[src/logic/tis_pkg.sv]
package tis_pkg;
   localparam int WORD_W = 12;
   typedef logic [WORD_W-1:0] tis_word_t;

   // ----------------------------------------
   // Instruction bit positions, bit 00 is msb
   // ----------------------------------------
   localparam int B03 = 8;
   localparam int B04 = 7;
   localparam int B05 = 6;
   localparam int B06 = 5;
   localparam int B07 = 4;
   localparam int OPC_HI = 11;
   localparam int OPC_LO = 9;
   localparam int PAGE_HI = 11;
   localparam int PAGE_LO = 7;
   localparam int OFS_HI = 6;

   localparam logic [2:0] OP_AND = 3'h0;
   localparam logic [2:0] OP_ADD = 3'h1;
   localparam logic [2:0] OP_INC_SKIP = 3'h2;
   localparam logic [2:0] OP_DEPOSIT = 3'h3;
   localparam logic [2:0] OP_CALL = 3'h4;
   localparam logic [2:0] OP_JUMP = 3'h5;
   localparam logic [2:0] OP_XFER = 3'h6;
   localparam logic [2:0] OP_OPERATE = 3'h7;

   localparam logic [4:0] PAGE_ZERO = 5'h00;
   localparam tis_word_t WORD_ZERO = 12'h000;
   localparam tis_word_t WORD_ONE = 12'h001;
   localparam tis_word_t WORD_ONES = 12'hFFF;
   localparam tis_word_t AUTO_LO = 12'h008;
   localparam tis_word_t AUTO_HI = 12'h00F;

   // ----------------------------------------
   // Timing
   // ----------------------------------------
   localparam int CLK_NS = 50;
   localparam int TS_MIN_NS = 250;
   localparam int TS_CYC = (TS_MIN_NS + CLK_NS - 1) / CLK_NS;
   localparam int DIV_W = 4;
   localparam logic [DIV_W-1:0] DIV_LAST = DIV_W'(TS_CYC - 1);
   localparam logic [DIV_W-1:0] DIV_ZERO = 4'h0;
   localparam logic [DIV_W-1:0] DIV_ONE = 4'h1;

   typedef enum logic [2:0] {
      TSTATE1 = 3'b001,
      TSTATE2 = 3'b010,
      TSTATE3 = 3'b011,
      TSTATE4 = 3'b100,
      TSTATE5 = 3'b101
   } tis_tstate_t;

   typedef enum logic [1:0] {
      MJ_FETCH = 2'b00,
      MJ_DEFER = 2'b01,
      MJ_EXEC = 2'b10
   } tis_major_t;
endpackage

[src/logic/tis_tim_if.sv]
`timescale 1ns/10ps
interface tis_tim_if;
   import tis_pkg::*;
   tis_tstate_t ts;
   logic tp;
   logic run;
   logic mem_wait;
   logic strobe_seen;
   modport timer (output ts, output tp, input run, input mem_wait, input strobe_seen);
   modport seq (input ts, input tp, output run, output mem_wait, output strobe_seen);
endinterface

[src/logic/tis_timer.sv]
`timescale 1ns/10ps
module tis_timer
   import tis_pkg::*;
(
   // Clock and reset
   input wire logic clk,
   input wire logic rst_n,
   // Sequencer side
   tis_tim_if.timer tif
);
   logic [DIV_W-1:0] cnt_ff;
   logic tp_ff;
   tis_tstate_t ts_ff;
   tis_tstate_t nxt_ts;
   logic tick;
   logic go;

   // ----------------------------------------
   // Pacing
   // ----------------------------------------
   assign tick = (cnt_ff == DIV_LAST);
   // A stopped machine parks in state 1; state 2 holds until memory answers
   assign go = tick && !tp_ff && (ts_ff != TSTATE1 || tif.run)
      && (ts_ff != TSTATE2 || !tif.mem_wait || tif.strobe_seen);
   always_comb begin
      case (ts_ff)
         TSTATE1: nxt_ts = TSTATE2;
         TSTATE2: nxt_ts = TSTATE3;
         TSTATE3: nxt_ts = TSTATE4;
         TSTATE4: nxt_ts = TSTATE5;
         TSTATE5: nxt_ts = TSTATE1;
         default: nxt_ts = TSTATE1;
      endcase
   end

   always_ff @(posedge clk or negedge rst_n) begin
      if (!rst_n) begin
         cnt_ff <= DIV_ZERO;
         tp_ff <= 1'b0;
         ts_ff <= TSTATE1;
      end else begin
         cnt_ff <= tick ? DIV_ZERO : cnt_ff + DIV_ONE;
         tp_ff <= go;
         // Pulse is seen while the ending state is still shown
         if (tp_ff) begin
            ts_ff <= nxt_ts;
         end
      end
   end

   assign tif.tp = tp_ff;
   assign tif.ts = ts_ff;
endmodule // tis_timer

[src/logic/tis_seq.sv]
`timescale 1ns/10ps
module tis_seq
   import tis_pkg::*;
(
   // Clock and reset
   input wire logic clk,
   input wire logic reset_n,
   // Console
   input wire logic exec_switch,
   input wire logic [11:0] left_switch_word,
   input wire logic run_enable,
   input wire logic native_mode,
   // Memory
   input wire logic mem_strobe,
   input wire logic [11:0] mem_rdata,
   output logic [11:0] mem_addr,
   output logic [11:0] mem_wdata,
   output logic mem_read,
   output logic mem_write,
   // Processor state
   output logic [11:0] accumulator,
   output logic link,
   output logic [11:0] program_counter,
   output logic [11:0] instruction_reg,
   output logic [1:0] major_state,
   output logic skip_flag
);
   localparam int SYNC_W = 28;

   // ----------------------------------------
   // Reset release and pin synchronisers
   // ----------------------------------------
   logic rst1_ff;
   logic rst2_ff;
   logic [SYNC_W-1:0] sync1_ff;
   logic [SYNC_W-1:0] sync2_ff;
   logic do_s;
   logic run_s;
   logic mode_s;
   logic strobe_s;
   tis_word_t switch_s;
   tis_word_t mem_s;

   always_ff @(posedge clk or negedge reset_n) begin
      if (!reset_n) begin
         rst1_ff <= 1'b0;
         rst2_ff <= 1'b0;
      end else begin
         rst1_ff <= 1'b1;
         rst2_ff <= rst1_ff;
      end
   end

   always_ff @(posedge clk or negedge rst2_ff) begin
      if (!rst2_ff) begin
         sync1_ff <= '0;
         sync2_ff <= '0;
      end else begin
         sync1_ff <= {exec_switch, run_enable, native_mode, mem_strobe,
            left_switch_word, mem_rdata};
         sync2_ff <= sync1_ff;
      end
   end

   assign do_s = sync2_ff[27];
   assign run_s = sync2_ff[26];
   assign mode_s = sync2_ff[25];
   assign strobe_s = sync2_ff[24];
   assign switch_s = sync2_ff[23:12];
   assign mem_s = sync2_ff[11:0];

   // ----------------------------------------
   // Registers
   // ----------------------------------------
   tis_word_t prog_ff;
   tis_word_t addr_ff;
   tis_word_t buf_ff;
   tis_word_t instr_ff;
   tis_word_t acc_ff;
   logic link_ff;
   logic skip_ff;
   logic skip_aux_ff;
   tis_major_t major_ff;
   tis_major_t next_major_ff;
   logic from_defer_ff;
   logic mem_rd_ff;
   logic mem_wr_ff;
   logic strobe_d_ff;
   logic strobe_seen_ff;

   // ----------------------------------------
   // Timing generator
   // ----------------------------------------
   tis_tim_if tif ();
   tis_timer u_timer (
      .clk(clk),
      .rst_n(rst2_ff),
      .tif(tif)
   );

   logic pulse1;
   logic pulse2;
   logic pulse3;
   logic pulse4;
   logic pulse5;
   logic in_fetch;
   logic in_defer;
   logic in_exec;
   logic need_mem;
   logic strobe_rise;

   assign pulse1 = tif.tp && (tif.ts == TSTATE1);
   assign pulse2 = tif.tp && (tif.ts == TSTATE2);
   assign pulse3 = tif.tp && (tif.ts == TSTATE3);
   assign pulse4 = tif.tp && (tif.ts == TSTATE4);
   assign pulse5 = tif.tp && (tif.ts == TSTATE5);
   assign in_fetch = (major_ff == MJ_FETCH);
   assign in_defer = (major_ff == MJ_DEFER);
   assign in_exec = (major_ff == MJ_EXEC);
   // Switch-driven fetch needs no core cycle, so it must not wait on a strobe
   assign need_mem = !(in_fetch && do_s);
   assign strobe_rise = strobe_s && !strobe_d_ff;
   assign tif.run = run_s;
   assign tif.mem_wait = need_mem;
   assign tif.strobe_seen = strobe_seen_ff;

   // ----------------------------------------
   // Decode
   // ----------------------------------------
   logic [2:0] opc;
   logic is_memref;
   logic is_operate;
   logic is_xfer;
   logic is_jump;
   logic is_operate1;
   logic direct_jump;
   logic auto_idx;
   tis_word_t page_addr;
   tis_word_t prog_inc;
   tis_word_t addr_inc;
   logic [12:0] mem_inc;
   logic [12:0] add_sum;

   assign opc = instr_ff[OPC_HI:OPC_LO];
   assign is_memref = mode_s && (opc <= OP_JUMP);
   assign is_operate = mode_s && (opc == OP_OPERATE);
   assign is_xfer = mode_s && (opc == OP_XFER);
   assign is_jump = is_memref && (opc == OP_JUMP);
   assign is_operate1 = is_operate && !instr_ff[B03];
   assign direct_jump = is_jump && !instr_ff[B03];
   assign page_addr = buf_ff[B04] ? {addr_ff[PAGE_HI:PAGE_LO], buf_ff[OFS_HI:0]}
      : {PAGE_ZERO, buf_ff[OFS_HI:0]};
   assign auto_idx = (addr_ff >= AUTO_LO) && (addr_ff <= AUTO_HI);
   assign prog_inc = prog_ff + WORD_ONE;
   assign addr_inc = addr_ff + WORD_ONE;
   assign mem_inc = {1'b0, mem_s} + {1'b0, WORD_ONE};
   assign add_sum = {1'b0, acc_ff} + {1'b0, buf_ff};

   // ----------------------------------------
   // Next values
   // ----------------------------------------
   tis_word_t nxt_addr;
   tis_word_t nxt_prog;
   tis_word_t nxt_buf;
   tis_word_t nxt_acc;
   tis_word_t op1_acc;
   logic nxt_link;
   logic op1_link;
   tis_major_t nxt_major;
   logic prog_load;
   logic acc_load;
   logic link_load;

   assign nxt_addr = in_fetch ? (skip_ff ? prog_inc : prog_ff)
      : (in_defer ? page_addr
      : (from_defer_ff ? buf_ff : page_addr));

   assign prog_load = (in_fetch && pulse1 && skip_ff)
      || (in_fetch && pulse2 && !do_s)
      || (in_fetch && pulse4 && direct_jump)
      || (in_defer && pulse4 && is_jump)
      || (in_exec && pulse4 && opc == OP_CALL);
   assign nxt_prog = (in_fetch && pulse4) ? page_addr
      : (in_defer ? buf_ff
      : (in_exec ? addr_inc : prog_inc));

   assign nxt_buf = in_fetch ? (do_s ? switch_s : mem_s)
      : (in_defer ? (auto_idx ? mem_inc[11:0] : mem_s)
      : (opc == OP_INC_SKIP ? mem_inc[11:0]
      : (opc == OP_DEPOSIT ? acc_ff
      : (opc == OP_CALL ? prog_ff : mem_s))));

   always_comb begin
      case ({buf_ff[B04], buf_ff[B06]})
         2'b00: op1_acc = acc_ff;
         2'b01: op1_acc = ~acc_ff;
         2'b10: op1_acc = WORD_ZERO;
         2'b11: op1_acc = WORD_ONES;
         default: op1_acc = acc_ff;
      endcase
      case ({buf_ff[B05], buf_ff[B07]})
         2'b00: op1_link = link_ff;
         2'b01: op1_link = ~link_ff;
         2'b10: op1_link = 1'b0;
         2'b11: op1_link = 1'b1;
         default: op1_link = link_ff;
      endcase
   end

   assign acc_load = (in_fetch && pulse4 && is_operate1)
      || (in_exec && pulse4 && (opc == OP_AND || opc == OP_ADD || opc == OP_DEPOSIT))
      || (in_exec && pulse5 && opc == OP_AND);
   assign nxt_acc = in_fetch ? op1_acc
      : (pulse5 ? ~acc_ff
      : (opc == OP_AND ? (~acc_ff | ~buf_ff)
      : (opc == OP_ADD ? add_sum[11:0] : WORD_ZERO)));
   assign link_load = (in_fetch && pulse4 && is_operate1)
      || (in_exec && pulse4 && opc == OP_ADD);
   assign nxt_link = in_fetch ? op1_link : (link_ff ^ add_sum[12]);

   // Operate, transfer and direct jump finish inside fetch
   assign nxt_major = in_fetch ? ((is_operate || is_xfer || direct_jump) ? MJ_FETCH
      : (instr_ff[B03] ? MJ_DEFER : MJ_EXEC))
      : (in_defer ? (is_jump ? MJ_FETCH : MJ_EXEC) : MJ_FETCH);

   // ----------------------------------------
   // Datapath registers
   // ----------------------------------------
   always_ff @(posedge clk or negedge rst2_ff) begin
      if (!rst2_ff) begin
         addr_ff <= WORD_ZERO;
         prog_ff <= WORD_ZERO;
         buf_ff <= WORD_ZERO;
      end else begin
         if (pulse1) begin
            addr_ff <= nxt_addr;
         end
         if (prog_load) begin
            prog_ff <= nxt_prog;
         end
         if (pulse3) begin
            buf_ff <= nxt_buf;
         end
      end
   end

   always_ff @(posedge clk or negedge rst2_ff) begin
      if (!rst2_ff) begin
         instr_ff <= WORD_ZERO;
         acc_ff <= WORD_ZERO;
         link_ff <= 1'b0;
      end else begin
         if (in_fetch && pulse2 && !do_s) begin
            instr_ff <= WORD_ZERO;
         end else if (in_fetch && pulse3) begin
            instr_ff <= do_s ? switch_s : mem_s;
         end
         if (acc_load) begin
            acc_ff <= nxt_acc;
         end
         if (link_load) begin
            link_ff <= nxt_link;
         end
      end
   end

   // ----------------------------------------
   // Flags and major state
   // ----------------------------------------
   always_ff @(posedge clk or negedge rst2_ff) begin
      if (!rst2_ff) begin
         skip_ff <= 1'b0;
         skip_aux_ff <= 1'b0;
         major_ff <= MJ_FETCH;
         next_major_ff <= MJ_FETCH;
         from_defer_ff <= 1'b0;
      end else begin
         if (in_exec && pulse3 && opc == OP_INC_SKIP && mem_inc[12]) begin
            skip_ff <= 1'b1;
         end else if (in_fetch && pulse3) begin
            skip_ff <= 1'b0;
         end
         if (in_fetch && pulse3) begin
            skip_aux_ff <= 1'b0;
         end
         if (pulse4) begin
            next_major_ff <= nxt_major;
         end
         if (pulse5) begin
            major_ff <= next_major_ff;
            from_defer_ff <= in_defer;
         end
      end
   end

   // ----------------------------------------
   // Memory handshake
   // ----------------------------------------
   // Core reads are destructive, so every read cycle writes the buffer back
   always_ff @(posedge clk or negedge rst2_ff) begin
      if (!rst2_ff) begin
         mem_rd_ff <= 1'b0;
         mem_wr_ff <= 1'b0;
         strobe_d_ff <= 1'b0;
         strobe_seen_ff <= 1'b0;
      end else begin
         mem_rd_ff <= pulse1 && need_mem;
         mem_wr_ff <= pulse5 && need_mem;
         strobe_d_ff <= strobe_s;
         if (strobe_rise) begin
            strobe_seen_ff <= 1'b1;
         end else if (pulse1) begin
            strobe_seen_ff <= 1'b0;
         end
      end
   end

   assign mem_addr = addr_ff;
   assign mem_wdata = buf_ff;
   assign mem_read = mem_rd_ff;
   assign mem_write = mem_wr_ff;
   assign accumulator = acc_ff;
   assign link = link_ff;
   assign program_counter = prog_ff;
   assign instruction_reg = instr_ff;
   assign major_state = major_ff;
   assign skip_flag = skip_ff;
endmodule // tis_seq

[config.mk]
export PLATFORM = sky130hd
export DESIGN_NAME = tis_seq
export DESIGN_NICKNAME = d
export VERILOG_FILES = /design/src/logic/tis_pkg.sv /design/src/logic/tis_tim_if.sv /design/src/logic/tis_timer.sv /design/src/logic/tis_seq.sv
export SDC_FILE = /design/constraint.sdc
export NUM_CORES = 1
export LEC_CHECK = 0
export ABC_AREA = 1
export BUFFER_PORTS_ARGS = -buffer_cell sky130_fd_sc_hd__buf_2
export CAP_MARGIN = 20
export CELL_PAD_IN_SITES_DETAIL_PLACEMENT = 1
export CELL_PAD_IN_SITES_GLOBAL_PLACEMENT = 2
export CORE_ASPECT_RATIO = 1.1
export CORE_MARGIN = 5
export CORE_UTILIZATION = 34
export DETAILED_ROUTE_END_ITERATION = 7
export PLACE_DENSITY = 0.82
export REMOVE_ABC_BUFFERS = 1
export SKIP_CTS_REPAIR_TIMING = 1
export SYNTH_ARGS = -nofsm -noshare
export SYNTH_HDL_FRONTEND = slang
export SYNTH_SLANG_ARGS = --single-unit
[constraint.sdc]
create_clock -name clk -period 5.7 [get_ports clk]
set_clock_uncertainty 0.1 [all_clocks]
set_input_delay 1.14 -clock clk [delete_from_list [all_inputs] [get_ports clk]]
set_output_delay 1.14 -clock clk [all_outputs]
set_load 0.005 [all_outputs]
== After elaboration in Yosys (flattened, before gate mapping) ==
Cells that the tools add are included.

* Bits in latches: 0
* Memory bits (read-only): 0
* Register bits after elaboration: 137
* Memory bits (writable): 0
* Memories: 0
* Logic and storage cells: 160

* Mux-type cells: 35
* Magnitude comparators: 3
* Equality and inequality tests: 25
* Bitwise operators: 5
* $mul: 0
* Add/sub/neg operators: 5
* Shift operators: 0
* Divide/modulo/power cells: 0
* Reduce and logical (&&, ||, !) cells: 66

{| class="wikitable"
|+ Operator list
! operator !! count
|-
| 2-to-1 mux 12 bit || 21
|-
| logical AND 1 bit || 38
|-
| case mux 12 bit (3 select lines) || 1
|-
| adder 12 x 1 -> 12 bit (second input constant) || 2
|-
| inverter 12 bit || 2
|-
| == test 3 bit (second input constant) || 6
|-
| logical OR 1 bit || 14
|-
| adder 12 x 1 -> 13 bit (second input constant) || 1
|-
| adder 12 x 12 -> 13 bit || 1
|-
| == test 3 x 2 -> 1 bit (second input constant) || 4
|-
| >= comparator 12 x 4 -> 1 bit (second input constant) || 1
|-
| less-or-equal comparator 12 x 4 -> 1 bit (second input constant) || 1
|-
| bitwise OR 12 bit || 1
|-
| case mux 3 bit (4 select lines) || 1
|-
| == test 2 bit (second input constant) || 5
|-
| 2-to-1 mux 2 bit || 5
|-
| == test 2 x 1 -> 1 bit (second input constant) || 3
|-
| == test 3 x 1 -> 1 bit (second input constant) || 2
|-
| zero test 2 bit || 3
|-
| nonzero test 2 bit || 3
|-
| zero test 1 bit || 5
|-
| 2-to-1 mux 1 bit || 5
|-
| adder 4 x 1 -> 4 bit (second input constant) || 1
|-
| == test 4 x 3 -> 1 bit (second input constant) || 1
|-
| 10 further kinds || 12
|}

== Depth between registers and ports, before layout ==
Gate-level depths: netlist (run 1).

* Depth in word-level cells: 8
* Gate-level depth with buffers: 14
* Gate-level depth less buffers: 14

== Hierarchy ==
A second synthesis (run 1) with hierarchy kept.

* Cell total of the unflattened synthesis: 1060
* Area, all modules: 7858.8 µm²

{| class="wikitable"
|+ Modules (own cells, without submodules)
! module !! area an instance (µm²) !! cells each !! instances !! seq. area each (µm²)
|-
| tis_seq || 7462.2 || 1013 || 1 || 3228.1
|-
| tis_timer || 396.6 || 47 || 1 || 201.4
|}

== Worst setup path before layout (run 1) ==
Ideal clock, no wire load.

* Path type: reg-to-reg
* Start point: register acc_ff[0] (netlist: accumulator[0])
* End point: register acc_ff[6] (netlist: accumulator[6])
* Stages on the path, launching flop included: 13
* Clock period less this slack: 1.993 ns
* Arrival: 1.776 ns
* Library setup time: 0.116 ns
* Required time: 5.484 ns
* Slack: 3.707 ns
* Cell sequence: dfrtp_1 ha_1 fa_1 nand3_1 nand3_1 nand2_1 nand2_1 nor2_1 nor2_1 o21ai_0 nand2_1 nand2_1 nand2_1

* Longest elaborated chain between the ends: 5

{| class="wikitable"
|+ RTL lines
! element !! line !! RTL
|-
| start, declared || tis_seq.sv:79 || <nowiki>tis_word_t acc_ff;</nowiki>
|-
| start signal, assigned || tis_seq.sv:259 || <nowiki>acc_ff <= nxt_acc;</nowiki>
|-
| adder 12 x 12 -> 13 bit || tis_seq.sv:157 || <nowiki>assign add_sum = {1'b0, acc_ff} + {1'b0, buf_ff};</nowiki>
|-
| 2-to-1 mux 12 bit || tis_seq.sv:216 || <nowiki>: (opc == OP_ADD ? add_sum[11:0] : WORD_ZERO)));</nowiki>
|-
| 2-to-1 mux 12 bit || tis_seq.sv:215 || <nowiki>: (opc == OP_AND ? (~acc_ff | ~buf_ff)</nowiki>
|-
| 2-to-1 mux 12 bit || tis_seq.sv:214 || <nowiki>: (pulse5 ? ~acc_ff</nowiki>
|-
| 2-to-1 mux 12 bit || tis_seq.sv:213 || <nowiki>assign nxt_acc = in_fetch ? op1_acc</nowiki>
|}

No other way between the ends.
A chain may end at the register's enable or synchronous reset.

== Final worst setup path (run 1) ==
* Start point: register major_ff[1] (netlist: major_state[1])
* End point: register instr_ff[10] (netlist: instruction_reg[10])

* Longest elaborated chain between the ends: 4

{| class="wikitable"
|+ RTL lines
! element !! line !! RTL
|-
| start, declared || tis_seq.sv:83 || <nowiki>tis_major_t major_ff;</nowiki>
|-
| start signal, assigned || tis_seq.sv:290 || <nowiki>major_ff <= next_major_ff;</nowiki>
|-
| zero test 2 bit (*) || tis_seq.sv:117 || <nowiki>assign in_fetch = (major_ff == MJ_FETCH);</nowiki>
|-
| logical AND 1 bit (2 in series) || tis_seq.sv:253 || <nowiki>if (in_fetch && pulse2 && !do_s) begin</nowiki>
|-
| 2-to-1 mux 12 bit or nonzero test 2 bit (tied branches) || -- ||
|-
| end signal, assigned || tis_seq.sv:256 || <nowiki>instr_ff <= do_s ? switch_s : mem_s;</nowiki>
|-
| end, declared || tis_seq.sv:78 || <nowiki>tis_word_t instr_ff;</nowiki>
|}

Every way passes the cells marked *; elsewhere a longest branch is shown, timed or not.

==> results of run 1 <==
## through the flow
| step | setup slack (ns) | area, um^2 | util (%) |
|---|---|---|---|
| final | 2.95 | 9100 | 40.1 |
| after detailed placement | 2.96 | 8520 | 37.5 |
| after global placement | 3.05 | 8520 | 37.5 |
| after floorplan | 1.50 | 7620 | - |
| after global routing | 2.76 | 9100 | 40.1 |
| after CTS | 2.95 | 9070 | 39.9 |
## cell families (layout without fill, tap and decap cells)
logic type               after synthesis  after routing  synth area share [%]
adder cells (fa/ha/maj)               19             19                  3.14
AO/OA/AOI/OAI                        234            234                  16.6
XOR/XNOR                              22             22                  2.47
other                                  1              1                0.0480
AND/OR/NAND/NOR                      473            473                  26.1
buffers and inverters                144            242                  7.65
flip-flops                           137            137                  43.9
## cell type report
type | count | area share, %
well taps | 300 | 4.12
clock inverters | 13 | 1.21
clock buffers | 19 | 4.87
repair buffers | 102 | 6.02
inverters | 108 | 4.51
multi-input cells | 749 | 41.5
flip-flops and latches | 137 | 37.7
## report_power, final
group / internal [mW] / switching (mW) / total (mW) / leakage [nW]
clock network: 0.580 / 0.478 / 1.06 / 0.261
registers: 1.14 / 0.324 / 1.47 / 1.69
logic: 0.447 / 0.761 / 1.21 / 2.49
## synthesized netlist by cell type, types with 10 or more instances
library cell | count | share of area (%)
inv_1 | 99 | 4.8
o21ai_0 | 105 | 6.7
nand2_1 | 262 | 13
dfrtp_1 | 136 | 44
a21oi_1 | 71 | 4.6
o211ai_1 | 23 | 2.2
xor2_1 | 19 | 2.1
clkbuf_1 | 17 | 0.82
ha_1 | 18 | 2.9
buf_2 | 14 | 0.90
nor3_1 | 16 | 1.0
nor2_1 | 87 | 4.2
nand4_1 | 10 | 0.80
nand3_1 | 75 | 4.8
## metal layers
layer / vias to the layer above / track usage, % / wire (um)
met2: 157 / 34.9 / 12800
li1: 3574 / - / -
met4: 0 / 8.10 / 881
met1: 3588 / 28.5 / 12600
met3: 44 / 3.73 / 1010
met5: - / 0 / 0
## worst min-delay path by stage
stage | slack, ns | cells past startpoint | startpoint | to
floorplan | 0.23 | 0 | rst1_ff$_DFF_PN0_ | rst2_ff$_DFF_PN0_
global placement | 0.23 | 0 | sync1_ff[13]$_DFF_PN0_ | sync2_ff[13]$_DFF_PN0_
detailed placement | 0.24 | 0 | sync1_ff[20]$_DFF_PN0_ | sync2_ff[20]$_DFF_PN0_
CTS | 0.24 | 0 | sync1_ff[23]$_DFF_PN0_ | sync2_ff[23]$_DFF_PN0_
global route | 0.25 | 0 | sync1_ff[12]$_DFF_PN0_ | sync2_ff[12]$_DFF_PN0_
finish | 0.24 | 0 | sync1_ff[23]$_DFF_PN0_ | sync2_ff[23]$_DFF_PN0_
==> metrics, run 1 <==
Worst-Skew Late Latency=0.43 ns; grt total ovfl=0; Register Area=3430 um^2; worst-margin pin slew=0.770 ns; kind of end point of the critical path=flip-flop; Avg Inst Size Synth=7.58 um^2; largest net degree at the start of global routing=78; RSZ-0062 raised after global routing=no; clock buffer depth=2; Clock Tree Root=clkbuf_16; PnR Total Power=3.73 mW; reg2reg start=major_state[1]$_DFFE_PN0P_; peak supply drop=0.000209 V; io pins=96; global placement routability congestion=0.842; fillers=2812; Final HPWL DP=20400 um; routed wire length=27300 um; worst endpoint required time=5.91 ns; net count reported at finish=1164; Avg WL per Cell=19.1 um; first-pass GRT wire length=43800 um; drt first-iter violations=372; Initial Util=34.4%; Via Count=7363; CP arrival=2.96 ns; worst r2r path cells=7; Die ar.=26100 um^2; final hold vios=0; Fin Setup TNS=0 ns; number of CTS-inserted buffers=17; CTS sink count=137; H-tree levels=4; clk slew on worst S/H paths=0.07 ns; DRC Markers=0; commonest cells after routing, fill and taps aside=262 x nand2_1, 135 x dfrtp_1, 105 x o21ai_0; Hold Crit Class=reg -> reg; Cell Area, Synth=7810 um^2; Top cell by count, worst path=nor2_4; fin cells=1428; placed cell count=1395; mean number of vias per cell=5.16; #FFs+latches synth=137; slowest CP cell=dfrtp_1; crit-path leading delay family=simple AND/OR/NAND/NOR gates; Post-synth top flop=dfrtp_1; hold_ws=0.239 ns; PD cells=410 nW/um^2; share of flip-flops with an asynchronous set or reset=100%; Seq/Total Area, Yosys=43.9%; FF-to-FF End=instruction_reg[10]$_DFFE_PN0P_; YS warnings=0; Area Overhead vs Synth=16.6%; EDFF count, synth=0; top flop regs=sync1_ff: 28 flops, sync2_ff: 28 flops; run status=complete, no violations; Cells after Synth=1030; Post-DRT Antenna Nets=0; number of global-route vias before repair=7794; final setup fails=0; Max Fclk=364 MHz; Relative slew margins=48.5%; CP Depth=7; MaxCap Viol Count=0; die width=154 um; First-pass DRT Iterations=4; Pleak=4.45 nW; commonest non-fill, non-tap cell in the layout=nand2_1; die height=169 um; Multi-input gate area=3780 um^2; minimum clock period=2.75 ns; Yosys cell types=42; Total Routing Usage GR=21.4%; Critical Path Fanout Max=33; CTS tree=done; port bufs=95; share of layout cells above drive strength 1=14.6%; Critical path buffers and inverters=3; slowest stage delay, CP=0.55 ns; crit path kind=reg -> reg; Critical Path End=instruction_reg[10]$_DFFE_PN0P_; R2R Setup Slk=2.95 ns; Antenna diodes=0; Core ar.=22700 um^2; period utilisation layout=48.2%; CP startpoint kind=flip-flop; critical-path cell list=nor2_4, buf_4, inv_2, nor2_4, inv_1, nand2_1, o21ai_0; Crit. Startpoint=major_state[1]$_DFFE_PN0P_; Pins Over Slew Limit=0; site row count=58; initial antenna violation count=0
Note: power is estimated with default switching activity, not from simulation.
==> run 2: changes to the inputs <==
Settings changed: ABC_AREA 1 to 0, CORE_UTILIZATION 34 to 33, PLACE_DENSITY 0.82 to 0.79.
Clock period 5.7 ns to 2.3 ns, I/O delays scaled along.
==> metrics, run 2 <==
#FFs+latches synth=137 (unchanged); hold path start=left_switch_word[5]; MaxCap Viol Count=0 (unchanged); number of CTS-inserted buffers=17 (unchanged); Seq pwr share=31.9% (-7.4 points); Pint=6.17 mW (+180%); reg2reg start=instruction_reg[9]$_DFFE_PN0P_; Pleak=4.70 nW (+5.8%); Seq/Total Area, Yosys=43.6% (-0.33 points); routed wire length=29900 um (+9.4%); Die ar.=27000 um^2 (+3.6%); top-area cell type share of the netlist area=43.3% (-0.33 points); count leader, synth=dfrtp_1; commonest non-fill, non-tap cell in the layout=dfrtp_1; kind of end point of the critical path=flip-flop; CP startpoint kind=flip-flop; EDFF count, synth=0 (unchanged); worst-margin pin slew=0.528 ns (-0.243 ns); area leader, netlist=dfrtp_1; Avg Inst Size Synth=8.99 um^2 (+19%); minimum clock period=2.23 ns (-0.523 ns); final setup fails=0 (unchanged); port bufs=95 (unchanged); largest net degree at the start of global routing=40 (-49%); Gate power share=36.9% (+4.5 points); slowest stage delay, CP=0.42 ns (-0.13 ns); Total Routing Usage GR=22.1% (+0.66 points); worst min-delay path endpoint=sync1_ff[17]$_DFF_PN0_; commonest cells after routing, fill and taps aside=135 x dfrtp_1, 114 x buf_4, 109 x nand2_1; worst endpoint required time=2.51 ns (-3.40 ns); RSZ-0062 raised after global routing=yes; Area Overhead vs Synth=29.4%; First-pass DRT Iterations=5 (+1); Cells after Synth=875 (-15%); site row count=59 (+1.7%); slowest CP cell=dfrtp_1; PD cells=971 nW/um^2 (+140%); top flop regs=sync1_ff: 28 flops, sync2_ff: 28 flops; Switching Fraction=37.6% (-4.3 points); hold_ws=0.0345 ns (-0.204 ns); Relative slew margins=63.8% (+15 points); YS warnings=0 (unchanged); grt total ovfl=0 (unchanged); mean number of vias per cell=5.55 (+7.6%); Clock Tree Root=clkbuf_16; Yosys cell types=78 (+86%); Final HPWL DP=22000 um (+8.2%); Hold Crit Class=in -> reg; CTS sink count=137 (unchanged); global placement routability congestion=0.897 (+6.5%); DRC Markers=0 (unchanged); share of layout cells above drive strength 1=27.4% (+13 points); peak supply drop=0.000533 V (+150%); R2R Setup Slk=0.07 ns (-2.88 ns); Top cell by count, worst path=buf_4; Antenna diodes=0 (unchanged); CTS tree=done; io pins=96 (unchanged); clock power share=31.3% (+2.9 points); Critical path buffers and inverters=3 (unchanged); Fin Setup TNS=0 ns (unchanged); number of global-route vias before repair=7783 (-0.14%); NetSw=3.71 mW (+140%); Via Count=7557 (+2.6%); Worst-Skew Late Latency=0.43 ns (about the same); Max Fclk=449 MHz (+23%); Pins Over Slew Limit=0 (unchanged); final hold vios=0 (unchanged); Avg WL per Cell=21.9 um (+15%); H-tree levels=4 (unchanged); Post-synth top flop=dfrtp_1; crit-path leading delay family=buffers and inverters; die height=172 um (+1.8%); Placed Area=9390 um^2 (+10%); CP arrival=2.44 ns (-0.52 ns); synth top area cells=dfrtp_1 43%, nand2_1 5.2%, o21ai_0 4.1%; FF-to-FF End=program_counter[10]$_DFFE_PN0P_; die width=157 um (+1.8%); crit path kind=reg -> reg; initial antenna violation count=0 (unchanged); run status=complete, no violations; Critical Path Fanout Max=23 (-30%); Cell Area, Synth=7870 um^2 (+0.75%); Post-DRT Antenna Nets=0 (unchanged); period utilisation layout=96.8% (+49 points); share of flip-flops with an asynchronous set or reset=100% (unchanged); drt first-iter violations=538 (+45%); clk slew on worst S/H paths=0.07 ns (about the same); Initial Util=33.4% (-0.97 points); worst hold stages=1 (+1); critical-path cell list=nor2_1, buf_4, buf_4, and4_1, a31o_1, a22oi_2, buf_12, mux2_2; Core ar.=23500 um^2 (+3.7%); worst r2r path cells=8 (+1); net count reported at finish=1093 (-6.1%); first-pass GRT wire length=45900 um (+4.8%); clock buffer depth=2 (unchanged); Final Cell Area=10200 um^2 (+12%); top post-synthesis cells by count=136 x dfrtp_1, 109 x nand2_1, 78 x nor2_1
run 2: cell count changes after synthesis, sizes merged, moves of 11 or more:
cell    change
o21ai      -50
inv        -89
nor2       -15
xnor2      +30
a211oi     +14
nand3      -46
mux2i      +19
nand2     -156
and3       +15
or3        +11
clkbuf     +23
o211ai     -13
run 2: worst max-delay path by stage:
stage                                    from                               to  slack, ns  depth (start not counted)
6_report       instruction_reg[9]$_DFFE_PN0P_  program_counter[10]$_DFFE_PN0P_       0.07                          8
5_1_grt              mem_wdata[0]$_DFFE_PN0P_                 link$_DFFE_PN0P_      -0.02                          9
4_1_cts        program_counter[0]$_DFFE_PN0P_  program_counter[10]$_DFFE_PN0P_      -0.12                          7
3_5_place_dp         mem_wdata[0]$_DFFE_PN0P_                 link$_DFFE_PN0P_      -0.08                          9
3_3_place_gp         mem_wdata[0]$_DFFE_PN0P_      accumulator[10]$_DFFE_PN0P_      -0.09                          9
2_1_floorplan               rst2_ff$_DFF_PN0_       accumulator[0]$_DFFE_PN0P_      -1.90                          0
run 2: power groups by stage:
| stage | Sequential, mW | Clock [mW] | Combinational, mW |
|---|---|---|---|
| after floorplan | 3.32 | 0 | 1.61 |
| after global placement | 3.18 | 0 | 3.52 |
| after detailed placement | 3.19 | 0 | 3.57 |
| after CTS | 3.15 | 3.14 | 3.61 |
| after global routing | 3.19 | 3.25 | 4.00 |
| final | 3.15 | 3.09 | 3.64 |
run 2: metal layers:
| layer | vias to the layer above | global-route usage (%) | wire, um |
|---|---|---|---|
| li1 | 3506 | - | - |
| met1 | 3793 | 29.8 | 13000 |
| met2 | 218 | 36.4 | 14400 |
| met4 | 0 | 8.04 | 844 |
| met3 | 40 | 2.98 | 1570 |
| met5 | - | 0 | 0 |
run 2: final cells by class:
cell class	instances	area, um^2
fillers	2801	13400
multi-input cells	653	4160
flip-flops and latches	137	3430
repair buffers	218	1480
clock buffers	18	439
well taps	305	382
clock inverters	14	209
inverters	17	63.8
run 2: cell families after synthesis:
logic type	Yosys count	synth area share (%)
mux	25	3.42
flops	137	43.6
other cells	1	0.0477
xor+xnor	48	5.35
buf+inv	85	4.85
simple gates	309	18.9
fa+ha+maj	19	3.12
compound gates	251	20.7
run 2: metrics by stage:
stage / setup slack [ns] / instances / utilization (%) / power, mW
finish: 0.0728 / 1362 / 43.2 / 9.88
global route: -0.0197 / 1362 / 43.2 / 10.4
CTS: -0.121 / 1360 / 42.6 / 9.89
detailed placement: -0.0819 / 1328 / 39.9 / 6.75
global placement: -0.0883 / 1328 / 39.9 / 6.70
floorplan: -1.90 / 807 / - / 4.93
